--- src/pkg/phy_mgmt_pkg.sv ---
// constants and carriers for the phy management write port
package phy_mgmt_pkg;
  localparam logic [11:0] PHY_MGMT_WRITE_DATA_OFS = 12'h0a4;
  localparam logic [11:0] PHY_MGMT_ACCESS_CONTROL_OFS = 12'h0a8;
  localparam logic [31:0] PHY_MGMT_WRITE_DATA_RST = 32'h0000_0000;
  localparam int DATA_LSB = 0;
  localparam int DATA_W = 16;
  localparam int PHY_ADDR_LSB = 11;
  localparam int REG_INDEX_LSB = 6;
  localparam int FIELD_W = 5;
  localparam int MUST_ONE_BIT = 1;
  localparam logic [4:0] FIELD_RST = 5'h00;
  localparam int MDC_HALF_NS = 200;
  localparam int CLK_PERIOD_NS = 40;
  localparam int MDC_HALF_CYCLES = (MDC_HALF_NS + CLK_PERIOD_NS - 1) / CLK_PERIOD_NS;
  localparam int PREAMBLE_BITS = 32;
  localparam int FRAME_BITS = 64;
  localparam logic [1:0] FRAME_START = 2'b01;
  localparam logic [1:0] FRAME_OP_WRITE = 2'b01;
  localparam logic [1:0] FRAME_TURNAROUND = 2'b10;

  typedef struct packed {
    logic [4:0] phy_addr;
    logic [4:0] target_reg_index;
    logic [15:0] data;
  } mgmt_write_t;

  typedef struct packed {
    logic mdc;
    logic mdio_o;
    logic mdio_oe;
  } mdio_pins_t;
endpackage : phy_mgmt_pkg

--- src/verilog/phy_mgmt_write_port.sv ---
// write-only phy management port driven by the configuration loader
// Summary of operation
// only loader port reaches these registers
// access register write starts management cycle
// loader writes data before access register
// phy address from bits 15:11, reset zero
// register index from bits 10:6, reset zero
// loader sets bit 1 on access writes
// data bits 15:0 write-only, upper reserved
// write operations only, no read path
// send clause 22 write frame, busy meanwhile
module phy_mgmt_write_port import phy_mgmt_pkg::*; #(
  parameter int HALF_CYCLES = MDC_HALF_CYCLES
) (
  input wire logic mclk,
  input wire logic rst,
  input wire logic loader_wr,
  input wire logic [11:0] loader_addr,
  input wire logic [31:0] loader_wdata,
  input wire logic mdio_i,
  output logic mdc,
  output logic mdio_o,
  output logic mdio_oe,
  output logic busy,
  output logic bit1_missing
);
  typedef enum logic [1:0] {IDLE, LOW, HIGH} state_t;

  state_t state_reg;
  state_t state_next;
  logic [15:0] data_reg;
  logic [4:0] phy_addr_reg;
  logic [4:0] target_reg_index_reg;
  logic must_one_reg;
  logic [63:0] shift_reg;
  logic [6:0] bits_reg;
  mdio_pins_t pins_reg;
  mgmt_write_t cmd;
  logic tick;
  logic data_sel;
  logic access_sel;
  logic start;
  logic last_bit;
  logic unused_in;

  // bit clock phase strobes
  logic low_tick;
  logic high_tick;
  logic frame_done;
  // frame image and shifter next values
  logic [PREAMBLE_BITS-1:0] preamble_word;
  logic [FRAME_BITS-1:0] frame_word;
  logic [63:0] shift_next;
  logic [6:0] bits_next;
  mdio_pins_t pins_next;
  // next values of the loader registers
  logic [15:0] data_next;
  logic [4:0] phy_addr_next;
  logic [4:0] target_reg_index_next;
  logic must_one_next;

  // loader port is the only access path, host bus not connected
  assign data_sel = loader_wr && (loader_addr == PHY_MGMT_WRITE_DATA_OFS);
  assign access_sel = loader_wr && (loader_addr == PHY_MGMT_ACCESS_CONTROL_OFS);
  // an access write while busy is dropped; the frame in flight is kept
  assign start = access_sel && (state_reg == IDLE);
  assign last_bit = (bits_reg == 7'h01);
  assign cmd = {loader_wdata[PHY_ADDR_LSB +: FIELD_W],
                loader_wdata[REG_INDEX_LSB +: FIELD_W],
                data_reg};
  // busy spans the whole frame, start to last high phase
  assign busy = (state_reg != IDLE);
  assign mdc = pins_reg.mdc;
  assign mdio_o = pins_reg.mdio_o;
  assign mdio_oe = pins_reg.mdio_oe;
  assign bit1_missing = !must_one_reg;
  // no read path exists for the phy register data
  assign unused_in = mdio_i;

  // half period divider, held cleared between frames
  mdc_divider #(
    .HALF_CYCLES(HALF_CYCLES)
  ) u_div (
    .mclk(mclk),
    .rst(rst),
    .run(busy),
    .tick(tick)
  );

  // sequencer: low half, high half, repeated per bit
  always_comb begin
    state_next = state_reg;
    case (state_reg)
      IDLE: begin
        if (start) begin
          state_next = LOW;
        end
      end
      LOW: begin
        if (tick) begin
          state_next = HIGH;
        end
      end
      HIGH: begin
        if (tick) begin
          state_next = last_bit ? IDLE : LOW;
        end
      end
      default: begin
        state_next = IDLE;
      end
    endcase
  end

  // register writes from the loader; a busy port keeps address, index and bit 1, but data still loads
  assign data_next = data_sel ? loader_wdata[DATA_LSB +: DATA_W] : data_reg;
  assign phy_addr_next = start ? cmd.phy_addr : phy_addr_reg;
  assign target_reg_index_next = start ? cmd.target_reg_index : target_reg_index_reg;
  assign must_one_next = start ? loader_wdata[MUST_ONE_BIT] : must_one_reg;

  // data word survives the frame and can serve the next access
  always_ff @(posedge mclk) begin
    if (rst) begin
      data_reg <= PHY_MGMT_WRITE_DATA_RST[15:0];
    end else begin
      data_reg <= data_next;
    end
  end

  always_ff @(posedge mclk) begin
    if (rst) begin
      phy_addr_reg <= FIELD_RST;
    end else begin
      phy_addr_reg <= phy_addr_next;
    end
  end

  always_ff @(posedge mclk) begin
    if (rst) begin
      target_reg_index_reg <= FIELD_RST;
    end else begin
      target_reg_index_reg <= target_reg_index_next;
    end
  end

  // flag only; a cleared bit does not hold the frame back
  always_ff @(posedge mclk) begin
    if (rst) begin
      must_one_reg <= 1'b0;
    end else begin
      must_one_reg <= must_one_next;
    end
  end

  // bit clock phases of a running frame
  assign low_tick = (state_reg == LOW) && tick;
  assign high_tick = (state_reg == HIGH) && tick;
  assign frame_done = high_tick && last_bit;

  // frame: preamble, start, write opcode, address, index, turnaround, data
  assign preamble_word = {PREAMBLE_BITS{1'b1}};
  assign frame_word = {preamble_word, FRAME_START, FRAME_OP_WRITE, cmd.phy_addr,
                       cmd.target_reg_index, FRAME_TURNAROUND, cmd.data};
  // msb leaves first; shifted once per high phase
  assign shift_next = start ? frame_word :
                      high_tick ? {shift_reg[62:0], 1'b0} : shift_reg;
  assign bits_next = start ? 7'(FRAME_BITS) :
                     high_tick ? bits_reg - 7'h01 : bits_reg;

  // data moves only while mdc is low, so the phy sees it settled at the rise
  always_comb begin
    pins_next = pins_reg;
    if (start) begin
      pins_next.mdc = 1'b0;
      pins_next.mdio_oe = 1'b1;
      pins_next.mdio_o = 1'b1;
    end else if (low_tick) begin
      pins_next.mdc = 1'b1;
    end else if (high_tick) begin
      pins_next.mdc = 1'b0;
      pins_next.mdio_o = shift_reg[62];
      if (frame_done) begin
        pins_next.mdio_oe = 1'b0;
        pins_next.mdio_o = 1'b0;
      end
    end else if (state_reg == LOW) begin
      pins_next.mdio_o = shift_reg[63];
    end
  end

  always_ff @(posedge mclk) begin
    if (rst) begin
      state_reg <= IDLE;
    end else begin
      state_reg <= state_next;
    end
  end

  always_ff @(posedge mclk) begin
    if (rst) begin
      shift_reg <= 64'h0;
    end else begin
      shift_reg <= shift_next;
    end
  end

  always_ff @(posedge mclk) begin
    if (rst) begin
      bits_reg <= 7'h00;
    end else begin
      bits_reg <= bits_next;
    end
  end

  // pins are registered so the management lines never glitch
  always_ff @(posedge mclk) begin
    if (rst) begin
      pins_reg <= '0;
    end else begin
      pins_reg <= pins_next;
    end
  end
endmodule : phy_mgmt_write_port

--- src/verilog/mdc_divider.sv ---
// enable pulse generator for management clock half periods
module mdc_divider import phy_mgmt_pkg::*; #(
  parameter int HALF_CYCLES = MDC_HALF_CYCLES
) (
  input wire logic mclk,
  input wire logic rst,
  input wire logic run,
  output logic tick
);
  logic [7:0] cnt_reg;
  logic [7:0] cnt_next;
  localparam logic [7:0] LAST = 8'(HALF_CYCLES - 1);

  assign tick = run && (cnt_reg == LAST);
  assign cnt_next = (!run || tick) ? 8'h00 : cnt_reg + 8'h01;

  always_ff @(posedge mclk) begin
    if (rst) begin
      cnt_reg <= 8'h00;
    end else begin
      cnt_reg <= cnt_next;
    end
  end
endmodule : mdc_divider

--- config.mk ---
export PLATFORM = sky130hd
export DESIGN_NAME = phy_mgmt_write_port
export DESIGN_NICKNAME = d
export VERILOG_FILES = /design/src/pkg/phy_mgmt_pkg.sv /design/src/verilog/phy_mgmt_write_port.sv /design/src/verilog/mdc_divider.sv
export SDC_FILE = /design/constraint.sdc
export NUM_CORES = 1
export LEC_CHECK = 0
export BUFFER_PORTS_ARGS = -buffer_cell sky130_fd_sc_hd__buf_2
export CAP_MARGIN = 20
export CORE_MARGIN = 8
export CORE_UTILIZATION = 40
export CTS_CLUSTER_DIAMETER = 150
export DETAILED_ROUTE_END_ITERATION = 10
export PLACE_DENSITY = 0.6
export SYNTH_ARGS = -nofsm -noshare
export SYNTH_HDL_FRONTEND = slang
export SYNTH_SLANG_ARGS = --single-unit
export TNS_END_PERCENT = 20
--- constraint.sdc ---
create_clock -name mclk -period 4.7 [get_ports mclk]
set_input_delay 0.705 -clock mclk [delete_from_list [all_inputs] [get_ports mclk]]
set_output_delay 0.705 -clock mclk [all_outputs]
set_load 0.02 [all_outputs]
Yosys cells after proc, flatten, opt, wreduce, memory -nomap -nowiden
Index checks and enable logic that the tools add are counted.
Storage, ports and cells
  bits of input ports: 48
  bits in read-only memories: 0
  memories kept: 0
  bits in latches: 0
  memory bits (writable): 0
  word-level logic and storage cells: 61
  flip-flop bits (word level): 101
Cells by class
  multiply operators: 0
  div/mod/pow operators: 0
  bitwise operators: 0
  shifts and indexed selects: 0
  order comparisons: 0
  $add $sub $neg: 2
  mux-type cells: 17
  equal/unequal tests: 10
  reductions and logical operators: 21
Operators by type and width (number)
  $mux 64: 2
  $eq 12x8->1 const B: 2
  $mux 7: 2
  $mux 2: 6
  $add 8x1->8 const B: 1
  $eq 8x3->1 const B: 1
  $ne 2x2->1 const B: 4
  $reduce_bool 2->1: 4
  $eq 7x1->1 const B: 1
  $logic_and 1x1->1: 7
  $sub 7x1->7 const B: 1
  $mux 1: 6
  $pmux 2 s3: 1
  $reduce_and 3->1: 2
  $reduce_or 2->1: 2
  $reduce_bool 3->1: 1
  $eq 2x1->1 const B: 1
  $eq 2x2->1 const B: 1
  $logic_not 1->1: 2
  $logic_not 2->1: 1
  $reduce_and 2->1: 1
  $logic_or 1x1->1: 1

Longest topological paths before layout
  word-level depth: 8
  mapped depth: 8

Cells and area by module
From an unflattened synthesis, not the netlist that was laid out.
Second synthesis, totals
  cell total of the unflattened synthesis: 490
  area, all modules: 4269.1 um2
By module, submodules not included
  phy_mgmt_write_port: sequential area each 1861.8 um2, area each 3897.5 um2, times used 1, cells an instance 446
  mdc_divider: sequential area each 160.2 um2, area each 371.6 um2, times used 1, cells an instance 44

Least setup slack after synthesis
Ideal clock, no wire load.
  kind: input to register
  start: input port loader_addr[8]
  end: register data_reg[5]
  data required time: 4.568 ns
  path slack: 2.770 ns
  arrival: 1.798 ns
  cell stages on the path: 6
  buffers on the path: 1
  cells stage by stage: nor4b_2 and2_1 nand4b_1 clkbuf_1 nand2_1 a21oi_1
Between the ends
  cells in the longest elaborated chain, start to end: 2
Ends and longest elaborated chain
  start, declared: RTL line phy_mgmt_write_port.sv:18  | input wire logic [11:0] loader_addr,
  $eq 12x8->1: RTL line phy_mgmt_write_port.sv:63  | assign data_sel = loader_wr && (loader_addr == PHY_MGMT_WRITE_DATA_OFS);
  $logic_and 1x1->1: RTL line phy_mgmt_write_port.sv:63
  end signal, assigned: RTL line phy_mgmt_write_port.sv:124  | data_reg <= PHY_MGMT_WRITE_DATA_RST[15:0];
  end signal, assigned: RTL line phy_mgmt_write_port.sv:126  | data_reg <= data_next;
  end, declared: RTL line phy_mgmt_write_port.sv:31  | logic [15:0] data_reg;
No other way between the ends.
A chain may end at the register's enable or synchronous reset.

Worst setup path after layout
  start: register state_reg[1]
  end: register bits_reg[4]
Between the ends
  cells in the longest elaborated chain, start to end: 3
  elaborated cells on any way between the ends: 7
  classes of those cells: 1 x eq/ne; 6 x reduce/logical
Ends and longest elaborated chain
  start, declared: RTL line phy_mgmt_write_port.sv:29  | state_t state_reg;
  start signal, assigned: RTL line phy_mgmt_write_port.sv:195  | state_reg <= state_next;
  $logic_not 2->1 / $reduce_bool 2->1 (equally long branches): RTL line phy_mgmt_write_port.sv:66, phy_mgmt_write_port.sv:72
  $logic_and 1x1->1, on equally long branches: RTL line phy_mgmt_write_port.sv:66, mdc_divider.sv:14
  $reduce_or 2->1 (no source line) / $logic_and 1x1->1 (equally long branches)
  end signal, assigned: RTL line phy_mgmt_write_port.sv:211  | bits_reg <= bits_next;
  end, declared: RTL line phy_mgmt_write_port.sv:36  | logic [6:0] bits_reg;
Several ways; a longest one is shown, not always the timed one.

==> run metrics <==
post-layout minimum cycle time=2.46 ns; post-route ant nets=0; Worst EP required=4.95 ns; H-tree depth=3; clock sinks=101; die width=118 microns; antenna violations before repair=0; MaxCap Viol Count=0; Via density=5.08; reg-to-reg startpoint=state_reg[1]$_SDFFE_PP0P_; Yosys reg bits=101; max reg flops=64; total track usage=11.7%; ant diodes=0; Register-to-Register Path Depth=6; Final Max Tran Viols=0; syn_area_per_cell=8.75 sq um; RePlAce Congestion=0.723; Pwr Density=322 nW/um^2; multi-input logic area=1940 sq um; layout cell share with drive strength beyond 1=14.6%; worst r2r dst=bits_reg[4]$_SDFFE_PP0N_; Cell variety after synth=42; post-synthesis sequential area ratio=48.8%; most frequent cell after synthesis=nand2_1; Final Hold Viols=0; WP data arrival=2.71 ns; Register Area=2020 sq um; # fillers=1006; placement row count=37; Gate Count Post-Synth=474; overall power=1.48 mW; Die ar.=13900 sq um; DRC Markers=0; endpoints failing setup=0; Post-synth EDFFs=0; final WL=8.01 mm; RSZ-0062 raised after global routing=false; Worst path slowest cell=nand3_2; clock root buffer=clkbuf_8; Die Y-Extent=118 microns; top area cells in the synthesized netlist=dfxtp_1 (49%), nand2_1 (10%), mux2i_1 (6.3%); router iterations before antenna repair=4; DR WL/cell=12.7 microns; Critical Path Max Stage Delay=0.54 ns; worst-margin pin slew=0.803 ns; Top FF cell, synth=dfxtp_1; setup slack, reg-to-reg=2.24 ns; CTS tree=done; area grow syn2layout=10.6%; Hold EP=shift_reg[16]$_SDFFE_PP0N_; via count=3196; Fin Clk Skew=0.0123 ns; first-pass GRT wire length=13.9 mm; Tcrit/Tclk final=52.4%; Yosys top cell by area=dfxtp_1; post-cts sizing count=0; Post-CTS Setup Inserts=0; Min-Delay Startpoint=shift_reg[15]$_SDFFE_PP0P_; Commonest cells post-synth=nand2_1 (113), dfxtp_1 (101), nor2_1 (44), a31oi_1 (35); CTS buffer count=9; run status=finished, final reports clean; latest clock arrival within the worst-skew pair=0.37 ns; CP Class=flip-flop to flip-flop; Syn Nets=526; Core Footprint=10200 sq um; CTS Buffer Depth=2; vias in the first global route=3159; Place WS=1.94 ns; worst vdd ir=0.133 mV; Final Cell Area=4590 sq um; Clk pin slew, worst setup/hold paths=0.11 ns; Final HPWL DP=4.92 mm; critical path fanouts, max=46; Initial DRC Count=159; area post-placement=4370 sq um; synthesized area=4150 sq um; Lkg Pwr=1.78 nW; crit path capture type=flip-flop; Final nets=540; Async SR Flop Fraction=0%; largest net degree at the start of global routing=53; post-synth top area share=48.8%; Port Buf Inserts=35; worst hold path class=flip-flop to flip-flop; WHS Path Cells=2; Max-slew headroom=46.2%; post-route setup TNS=0 ns; fmax=0.406 GHz; Top-Level Pins=53; fin worst setup slack=2.24 ns; Hold Buf Count CTS=0; Synthesis Warnings=0; Initial Util=40.7%; GRT Residual Overflow=0; CP cell instances=nor2b_1 > nand3_2 > buf_4 > nor4b_4 > xnor2_1 > nor2_1; Critical Path Source Type=flip-flop
per-layer routing:
metal  vias up  GRT usage (%)  routed length (microns)
met5         -              0                        0
met4         0           4.56                      111
met3        10           2.83                      283
met2        48           19.5                     3640
met1      1492           14.2                     3980
li1       1646              -                        -
area by class of cell:
class	instances	area share, %
Sequential cell	101	44.1
Inverter	10	0.818
Clock buffer	9	2.70
Multi-Input combinational cell	327	42.2
Timing Repair Buffer	39	4.47
Tap cell	136	3.71
Clock inverter	7	2.02
metrics by stage:
| step | instances | hold slack (ns) | utilization [%] |
|---|---|---|---|
| after floorplan | 474 | 0.431 | - |
| after global placement | 613 | 0.440 | 42.9 |
| final | 629 | 0.457 | 45.0 |
| after CTS | 629 | 0.459 | 45.0 |
| after global routing | 629 | 0.478 | 45.0 |
| after detailed placement | 613 | 0.445 | 42.9 |
cells by family after synthesis:
family                   after synthesis  synth area share (%)
multiplexers                          26                  6.28
AO/OA/AOI/OAI                         94                  15.0
adder cells (fa/ha/maj)                4                  1.21
AND/OR/NAND/NOR                      191                  21.3
buffers and inverters                 46                  4.89
XOR/XNOR                              12                  2.53
flip-flops                           101                  48.8
how the worst max path moves through the flow:
stage                                            from                          to  slack (ns)  cells after the start
final                       state_reg[1]$_SDFFE_PP0P_    bits_reg[4]$_SDFFE_PP0N_        2.24                      6
after global routing      u_div.cnt_reg[5]$_SDFF_PP0_    bits_reg[4]$_SDFFE_PP0N_        2.03                      6
after CTS                 u_div.cnt_reg[5]$_SDFF_PP0_    bits_reg[4]$_SDFFE_PP0N_        2.19                      6
after detailed placement               loader_addr[8]  shift_reg[20]$_SDFFE_PP0P_        1.94                      6
after global placement                 loader_addr[8]         mdio_o$_SDFFE_PP0P_        1.93                      5
after floorplan                        loader_addr[8]    data_reg[5]$_SDFFE_PP0P_        2.77                      6
power by group:
| part | total [mW] | internal [mW] | switching [mW] |
|---|---|---|---|
| clock network | 0.584 | 0.260 | 0.324 |
| logic | 0.0372 | 0.0144 | 0.0228 |
| registers | 0.857 | 0.856 | 0.000615 |
critical path, delay by kind of cell (launching register included):
kind	cells	cell delay, ns
AND/OR/NAND/NOR	4	1.13
buffers and inverters	1	0.54
flip-flops	1	0.52
XOR/XNOR	1	0.15
placed cells by master, fill, tap and decap left out, drive strengths merged, types with 4 or more instances in the layout:
cell type / instances
a211oi: 26
buf: 39
nand2: 113
nand3: 8
nor2: 45
xor2: 5
dfxtp: 101
clkbuf: 9
mux2i: 26
ha: 4
xnor2: 7
a21oi: 26
a31oi: 35
inv: 13
Power figures use the tool's default switching activity.
